===== src/rtl/exec_pkg.sv =====
// Shared constants, types and decode function for the add / and / bit-clear executor
package exec_pkg;

  localparam int unsigned INSTR_W = 14;
  localparam int unsigned ADDR_W  = 7;
  localparam int unsigned DATA_W  = 8;

  // Opcode fields, upper bits of the instruction word
  localparam logic [5:0] OPC_ADD_ACC  = 6'h07;
  localparam logic [5:0] OPC_AND_ACC  = 6'h05;
  localparam logic [3:0] OPC_POS_ERASE = 4'h4;

  // Field positions inside the instruction word
  localparam int unsigned DEST_BIT  = 7;
  localparam int unsigned BITPOS_LO = 7;

  // File addresses with side effects
  localparam logic [6:0] TIMER_ZERO_COUNT_ADDR = 7'h01;
  localparam logic [6:0] PORT_A_ADDR           = 7'h05;
  localparam logic [6:0] PORT_B_ADDR           = 7'h06;

  localparam logic [7:0] ACC_RESET   = 8'h00;
  localparam logic       FLAG_RESET  = 1'h0;

  typedef enum logic [1:0] {OP_NONE, OP_ADD, OP_AND, OP_ERASE} op_t;

  typedef struct packed {
    op_t        op;
    logic [6:0] addr;
    logic       dest;
    logic [2:0] bitpos;
  } decoded_t;

  typedef struct packed {
    logic carry;
    logic half_nibble_flag;
    logic zero;
  } flags_t;

  typedef struct packed {
    logic       wr_en;
    logic [6:0] addr;
    logic [7:0] data;
  } file_wr_t;

  function automatic decoded_t decode(input logic [13:0] word);
    decoded_t d;
    d.addr   = word[6:0];
    d.dest   = word[DEST_BIT];
    d.bitpos = word[BITPOS_LO+2:BITPOS_LO];
    if (word[13:8] == OPC_ADD_ACC)
      d.op = OP_ADD;
    else if (word[13:8] == OPC_AND_ACC)
      d.op = OP_AND;
    else if (word[13:10] == OPC_POS_ERASE)
      d.op = OP_ERASE;
    else
      d.op = OP_NONE;
    return d;
  endfunction

endpackage


===== src/rtl/add_and_bitclear_exec.sv =====
// Decode and single-cycle execution of add, and, and bit-erase on file registers
// Functional notes
// (RQ1) Word 00 0111 dfff ffff adds accumulator to file in one cycle, sets carry, half, zero.
// (RQ2) For the add, destination bit 0 sends the sum to the accumulator and 1 back to the file.
// (RQ3) Word 00 0101 dfff ffff ands the accumulator with the file, touches only zero, one cycle.
// (RQ4) For the and, destination bit 0 sends the result to the accumulator and 1 back to the file.
// (RQ5) Word 01 00bb bfff ffff clears bit b of the file in one cycle and leaves every flag alone.
// (RQ6) A port register used as operand is read from its synchronised pin levels, not its latch.
// (RQ7) A write to the timer zero count register clears the prescaler if it is on that timer.
module add_and_bitclear_exec (
  input  wire logic                  mclk_in,
  input  wire logic                  rst_n_in,
  input  wire logic                  instr_valid_in,
  input  wire logic [13:0]           instr_word_in,
  input  wire logic [7:0]            file_rd_data_in,
  input  wire logic [7:0]            port_a_pins_in,
  input  wire logic [7:0]            port_b_pins_in,
  input  wire logic                  prescaler_on_timer_in,
  output logic      [7:0]            acc_out,
  output exec_pkg::flags_t           flags_out,
  output exec_pkg::file_wr_t         file_wr_out,
  output logic                       prescaler_clr_out,
  output logic                       done_out,
  output logic                       unsupported_out
);

  typedef struct packed {
    logic [15:0]        pin_meta;
    logic [15:0]        pin_sync;
    logic [7:0]         acc;
    exec_pkg::flags_t   flags;
    exec_pkg::file_wr_t wr;
    logic               psc_clr;
    logic               done;
    logic               unsupported;
  } state_t;

  state_t             state_ff;
  state_t             nxt_state;
  exec_pkg::decoded_t dec;
  logic [7:0]         operand;
  logic [7:0]         result;
  logic               alu_carry;
  logic               alu_half;
  logic               alu_zero;
  logic               to_file;

  assign dec = exec_pkg::decode(instr_word_in);

  // Pin level replaces the latch for port operands
  always_comb
  begin
    case (dec.addr)
      exec_pkg::PORT_A_ADDR: operand = state_ff.pin_sync[7:0];  // RQ6
      exec_pkg::PORT_B_ADDR: operand = state_ff.pin_sync[15:8]; // RQ6
      default:               operand = file_rd_data_in;
    endcase
  end

  exec_alu u_alu (
    .op_in      (dec.op),
    .acc_in     (state_ff.acc),
    .operand_in (operand),
    .bitpos_in  (dec.bitpos),
    .result_out (result),
    .carry_out  (alu_carry),
    .half_out   (alu_half),
    .zero_out   (alu_zero)
  );

  // Bit erase always rewrites the file; add and and follow the destination bit
  assign to_file = (dec.op == exec_pkg::OP_ERASE) || dec.dest; // RQ2 RQ4 RQ5

  always_comb
  begin
    nxt_state             = state_ff;
    nxt_state.pin_meta    = {port_b_pins_in, port_a_pins_in};
    nxt_state.pin_sync    = state_ff.pin_meta;
    nxt_state.wr.wr_en    = 1'h0;
    nxt_state.psc_clr     = 1'h0;
    nxt_state.done        = 1'h0;
    nxt_state.unsupported = 1'h0;
    if (instr_valid_in)
    begin
      nxt_state.done = (dec.op != exec_pkg::OP_NONE);
      case (dec.op)
        exec_pkg::OP_ADD:
        begin
          nxt_state.flags.carry            = alu_carry; // RQ1
          nxt_state.flags.half_nibble_flag = alu_half;  // RQ1
          nxt_state.flags.zero             = alu_zero;  // RQ1
        end
        exec_pkg::OP_AND:
          nxt_state.flags.zero = alu_zero; // RQ3
        exec_pkg::OP_ERASE:
          nxt_state.flags = state_ff.flags; // RQ5
        default:
          nxt_state.unsupported = 1'h1;
      endcase
      if (dec.op != exec_pkg::OP_NONE)
      begin
        if (to_file)
        begin
          nxt_state.wr.wr_en = 1'h1;
          nxt_state.wr.addr  = dec.addr;
          nxt_state.wr.data  = result;
          // Prescaler loses its count along with the timer write
          nxt_state.psc_clr  = (dec.addr == exec_pkg::TIMER_ZERO_COUNT_ADDR)
                               && prescaler_on_timer_in; // RQ7
        end
        else
        begin
          nxt_state.acc = result; // RQ2 RQ4
        end
      end
    end
  end

  always_ff @(posedge mclk_in)
  begin
    if (!rst_n_in)
    begin
      state_ff                        <= '0;
      state_ff.acc                    <= exec_pkg::ACC_RESET;
      state_ff.flags.carry            <= exec_pkg::FLAG_RESET;
      state_ff.flags.half_nibble_flag <= exec_pkg::FLAG_RESET;
      state_ff.flags.zero             <= exec_pkg::FLAG_RESET;
    end
    else
    begin
      state_ff <= nxt_state;
    end
  end

  assign acc_out           = state_ff.acc;
  assign flags_out         = state_ff.flags;
  assign file_wr_out       = state_ff.wr;
  assign prescaler_clr_out = state_ff.psc_clr;
  assign done_out          = state_ff.done;
  assign unsupported_out   = state_ff.unsupported;

endmodule // add_and_bitclear_exec


===== src/rtl/exec_alu.sv =====
// Combinational datapath: add, and, single bit erase with flag results
module exec_alu (
  input  wire exec_pkg::op_t  op_in,
  input  wire logic [7:0]     acc_in,
  input  wire logic [7:0]     operand_in,
  input  wire logic [2:0]     bitpos_in,
  output logic      [7:0]     result_out,
  output logic                carry_out,
  output logic                half_out,
  output logic                zero_out
);

  logic [8:0] sum;
  logic [4:0] low_sum;

  always_comb
  begin
    sum        = {1'h0, acc_in} + {1'h0, operand_in};
    low_sum    = {1'h0, acc_in[3:0]} + {1'h0, operand_in[3:0]};
    carry_out  = 1'h0;
    half_out   = 1'h0;
    case (op_in)
      exec_pkg::OP_ADD:
      begin
        result_out = sum[7:0];
        carry_out  = sum[8];
        half_out   = low_sum[4];
      end
      exec_pkg::OP_AND:   result_out = acc_in & operand_in;
      exec_pkg::OP_ERASE: result_out = operand_in & ~(8'h01 << bitpos_in);
      default:            result_out = operand_in;
    endcase
    zero_out = (result_out == 8'h00);
  end

endmodule // exec_alu


===== config.mk =====
export PLATFORM = sky130hd
export DESIGN_NAME = add_and_bitclear_exec
export DESIGN_NICKNAME = d
export VERILOG_FILES = /design/src/rtl/exec_pkg.sv /design/src/rtl/add_and_bitclear_exec.sv /design/src/rtl/exec_alu.sv
export SDC_FILE = /design/constraint.sdc
export NUM_CORES = 1
export LEC_CHECK = 0
export ABC_AREA = 1
export ABC_CLOCK_PERIOD_IN_PS = 4680
export BUFFER_PORTS_ARGS = -buffer_cell sky130_fd_sc_hd__clkbuf_2
export CAP_MARGIN = 5
export CORE_ASPECT_RATIO = 0.6
export CORE_MARGIN = 8
export CORE_UTILIZATION = 29
export DETAILED_ROUTE_END_ITERATION = 8
export PLACE_DENSITY = 0.44
export SETUP_SLACK_MARGIN = 0.3
export SYNTH_ARGS = -nofsm -noshare
export SYNTH_HDL_FRONTEND = slang
export SYNTH_SLANG_ARGS = --single-unit

===== constraint.sdc =====
create_clock -name mclk_in -period 4.68 [get_ports mclk_in]
set_input_delay 0 -clock mclk_in [delete_from_list [all_inputs] [get_ports mclk_in]]
set_output_delay 0 -clock mclk_in [all_outputs]
set_load 0.03 [all_outputs]

### Word-level counts from Yosys, hierarchy flattened

Index checks and enable logic that the tools add are counted.

| storage, ports and cells | value |
|---|---|
| register bits | 62 |
| input bits | 42 |
| output and inout port bits | 30 |
| word-level logic and storage cells | 48 |

| operators by class | value |
|---|---|
| add/sub/neg operators | 2 |
| eq/ne operators | 9 |
| shift-type cells | 1 |
| multiplexer cells | 7 |
| bitwise logic cells | 4 |
| reduce and logical (&&, ||, !) cells | 13 |

Operators with widths:

| cell | number |
|---|---|
| $pmux 8 s3 | 1 |
| $mux 17 | 1 |
| $and 8x8->8 | 2 |
| $pmux 8 s2 | 1 |
| $eq 7x3->1 const B | 2 |
| $eq 6x3->1 const B | 2 |
| $add 8x8->9 | 1 |
| $reduce_and 3->1 | 3 |
| $logic_not 8->1 | 1 |
| $not 8->8 | 1 |
| $shl 1x3->8 const A | 1 |
| $eq 7x1->1 const B | 1 |
| $mux 2 | 3 |
| $reduce_and 2->1 | 3 |
| $add 4x4->5 | 1 |
| $eq 2x2->1 const B | 2 |
| $eq 4x3->1 const B | 1 |
| $reduce_and 4->1 | 1 |
| $reduce_or 3->1 | 1 |
| $eq 2x1->1 const B | 1 |
| $reduce_bool 2->1 | 1 |
| $reduce_or 2->1 | 1 |
| $logic_and 1x1->1 | 1 |
| $logic_or 1x1->1 | 1 |
| other kinds (2) | 2 |

### Longest topological paths before layout

| depth | value |
|---|---|
| word-level depth | 8 |
| gate-level depth with buffers | 18 |
| depth with buffers taken out | 18 |

### By module

From an unflattened synthesis, not the netlist that was laid out.

| unflattened totals | value |
|---|---|
| cells, all modules | 491 |
| area, all modules | 3309.4 um2 |

Modules (own cells, without submodules):

| module | times used | cells an instance | area each (um2) | seq. area each (um2) |
|---|---|---|---|---|
| add_and_bitclear_exec | 1 | 338 | 2570.0 | 1241.2 |
| exec_alu | 1 | 153 | 739.5 | 0.0 |

### Least setup slack after synthesis

Ideal clock, no wire load.

| path | value |
|---|---|
| kind | input to register |
| start point | in instr_word_in[4] |
| end point | reg state_ff, in the netlist flags_out[0] |
| library setup time | 67 ps |
| arrival time | 2173 ps |
| data required time | 4613 ps |
| setup slack | 2440 ps |
| stages on the path | 17 |
| buffers on the path | 0 |
| cells stage by stage | inv_2 nand2_1 nor2_4 nand2_4 nand3_1 nand3_2 ha_1 fa_1 nand2_1 inv_1 o21ai_0 nand3b_1 nand3_1 nand2_1 nor3_2 nand3_1 a21oi_2 |

| on the way | value |
|---|---|
| cells in the longest elaborated chain, start to end | 5 |
| elaborated cells between the ends (all ways) | 8 |
| classes of those cells | add/sub: 1; eq/ne: 2; mux: 2; bitwise: 2; reduce/logical: 1 |

Ends and longest elaborated chain:

| what | RTL line | text |
|---|---|---|
| from (decl) | add_and_bitclear_exec.sv:14 | `input wire logic [13:0] instr_word_in,` |
| $eq 7x3->1 | add_and_bitclear_exec.sv:53 | `case (dec.addr)` |
| $pmux 8 s2 * | add_and_bitclear_exec.sv:53 |  |
| $add 8x8->9 (tied with other cells) | exec_alu.sv:18 | `sum = {1'h0, acc_in} + {1'h0, operand_in};` |
| $pmux 8 s3 * | exec_alu.sv:22 | `case (op_in)` |
| $logic_not 8->1 * | exec_alu.sv:33 | `zero_out = (result_out == 8'h00);` |
| to (signal assigned) | add_and_bitclear_exec.sv:131 | `state_ff <= nxt_state;` |
| to (decl) | add_and_bitclear_exec.sv:38 | `state_t state_ff;` |

Mark *: on every way between the ends. The rest lies on a longest branch, timed or not.
A chain may end at the register's enable or synchronous reset.

### Worst setup path after layout

Same ends and word-level chain as after synthesis.

==> run summary <==
worst-margin pin slew = 0.614 ns
max frequency = 322 MHz
vias per cell = 4.43
initial antenna violation count = 0
cell count after synthesis = 453
Post-synth ARST share = 0%
first-pass GRT wire length = 14.6 mm
vias in the first global route = 2,883
max capacitance violation total = 0
Main synth FF type = dfxtp_1
clock root buffer = clkbuf_16
crit path max fanout = 18
yosys warns = 0
area grow syn2layout = 25.9%
Synth Area per Inst = 7.15 um2
Rel. slew slack = 59.1%
Num CTS Buffers = 9
Die Wd = 152 um
Ant. Diodes = 0
Clock Latency Late Sink = 0.33 ns
pwr dens = 335 nW/um2
CP required = 4.94 ns
largest net degree at the start of global routing = 34
Rows = 30
sequential element share of the synthesized area = 38.3%
share of power burned in registers = 40.4%
total grt overflow = 0
Leak = 0.00223 uW
final hold vios = 0
#FFs+latches synth = 62
proportion of layout cells with a drive suffix above 1 = 22.3%
CTS tree = done
critical setup path kind = in -> reg
post-layout min period = 3.11 ns
Sw Ratio = 23.8%
vias = 2,974
Max Slew Vio Count = 0
# Post-CTS Setup Buffers = 0
synthesized net count = 505
Nets = 575
Worst EP arrival = 3.37 ns
RePlAce Congestion = 0.824
internal power = 1040 uW
sw power = 325 uW
Ports = 72
Core Region = 11,100 um2
Clock Tree Buf Depth = 2
final WL = 8.80 mm
DRT Pass-1 Iters = 5
RSZ-0062 raised after global routing = no
Util after Layout = 36.7%
IO buf count = 71
Final Skew = 0.00465 ns
CP endpoint kind = flip-flop
VDD IR-drop max = 0.000157 V
Fill cells = 1,213
Routed Antenna Nets = 0
Final setup violation count = 0
setup_tns = 0 ns
Worst-path clk slew = 0.05 ns
crit share post-route = 66.4%
HPWL Detailed = 6.94 mm
starting density of the core = 29.2%
Mapped Area = 3240 um2
die area = 14,900 um2
Global Route Usage Sum = 12.1%
critical path startpoint category = input pin
status = completed
HP Class = in -> reg
H-tree depth = 3
EDFF count, synth = 0
combinational fraction of design power = 10.4%
die height = 97.9 um
CTS sink cnt = 62
Residual DRC = 0
Routed WL per cell = 13.1 um
number of DRC markers in iteration 0 = 167
synth unique cells = 31
clock network power share = 49.2%
-- Yosys cell counts (4+ instances only) --
library cell   n  share of area, %
nand3b_1       5               1.2
nand4_1        4              0.77
ha_1           9               3.5
a21oi_2        4               1.1
dfxtp_1       62                38
nand2_1       97                11
inv_2          6              0.69
o21ai_0       19               2.9
a21oi_1       16               2.5
clkbuf_1       6              0.69
nand3_2        4               1.2
o211ai_1       9               2.1
nor3_1         5              0.77
buf_4         28               6.5
nand3_1       42               6.5
nor2_1        36               4.2
inv_1         75               8.7
nor2_4         5               1.7
-- power groups by stage --
stage,clock network [uW],registers [uW],logic [uW]
floorplan,0,563,88.2
global placement,0,564,127
detailed placement,0,564,127
CTS,693,553,143
global route,723,554,160
finish,673,553,142
-- placed cells by master, fill, tap and decap left out, drive strengths merged --
cell         instances
a21oi               21
nand2              102
o21ai               20
xnor2                1
dfxtp               62
bufinv               1
nand3b               5
clkbuf              82
inv                 81
nor2                44
nor3b                1
a31oi                1
nand4                4
nor3                 6
fa                   1
buf                  2
clkinvlp             3
nand3               46
clkinv               1
ha                   9
o211ai               9
dlygate4sd3         25
o21a                 1
-- sequential cells by signal (all words and copies together), names as in the netlist --
register           count
file_wr_out           16
done_out               1
unsupported_out        1
state_ff              16
nxt_state             16
acc_out                8
flags_out              3
prescaler_clr_out      1
-- metal layers --
metal	part of all wire, %	global-route usage, %	up-vias
met5	0	0	-
met4	0.53	2.50	0
met3	8.9	5.69	6
met2	40	17.3	91
met1	51	16.3	1344
li1	-	-	1533
-- worst max-delay path, cell delays in order --
cell and delay [ns]:
dlygate4sd3_1 0.53, clkbuf_2 0.11, inv_2 0.04, nand2_1 0.13, nor2_4 0.41, nand2_4 0.15, nand3_1 0.13, nand3_2 0.09
ha_1 0.23, fa_1 0.42, nand2_1 0.08, inv_1 0.05, o21ai_0 0.29, nand3b_1 0.12, nand3_1 0.10, nand2_1 0.09
nor3_2 0.18, nand3_1 0.10, a21oi_2 0.11
-- metrics by stage --
step | area, um2 | instances | hold WS (ns) | power (uW) | worst slack (ns)
2_1_floorplan | 3240 | 453 | 0.0784 | 651 | 2.44
3_3_place_gp | 3520 | 631 | 0.186 | 691 | 1.98
3_5_place_dp | 3520 | 631 | 0.190 | 692 | 1.84
4_1_cts | 4080 | 672 | 0.170 | 1390 | 1.63
5_1_grt | 4080 | 672 | 0.257 | 1440 | 1.39
6_report | 4080 | 672 | 0.178 | 1370 | 1.57
-- worst paths after layout --
check        slack [ns]                      from  cells past startpoint                         end
max                1.57          instr_word_in[4]                     19   flags_out[0]$_SDFFE_PN0P_
min                0.18          instr_word_in[7]                      5  file_wr_out[15]$_SDFF_PN0_
max reg2reg        2.36   state_ff[38]$_SDFF_PN0_                     13   flags_out[0]$_SDFFE_PN0P_
min reg2reg        0.41  nxt_state[37]$_SDFF_PN0_                      2     state_ff[37]$_SDFF_PN0_
-- cell families (layout without fill, tap and decap cells) --
group / count (synthesis) / after routing / synth area share [%]
AND/OR/NAND/NOR: 208 / 208 / 30.0
buffers and inverters: 120 / 195 / 17.7
flip-flops: 62 / 62 / 38.3
AO/OA/AOI/OAI: 52 / 52 / 9.65
adder cells (fa/ha/maj): 10 / 10 / 4.09
XOR/XNOR: 1 / 1 / 0.270
-- cell type report --
| cell class | instances | area, um2 | area share [%] |
|---|---|---|---|
| clock buffers | 11 | 253 | 6.19 |
| clock inverters | 5 | 57.6 | 1.41 |
| well taps | 144 | 180 | 4.41 |
| multi-input cells | 271 | 1430 | 34.9 |
| repair buffers | 98 | 621 | 15.2 |
| inverters | 81 | 304 | 7.45 |
| flip-flops and latches | 62 | 1240 | 30.4 |
-- repair_timing --
item	4_1_cts	5_1_grt
endpoints found under the hold margin	27	0
hold buffers	25	0
resized for setup	0	0
setup endpoints to repair	0	0
Note: power is estimated with default switching activity, not from simulation.
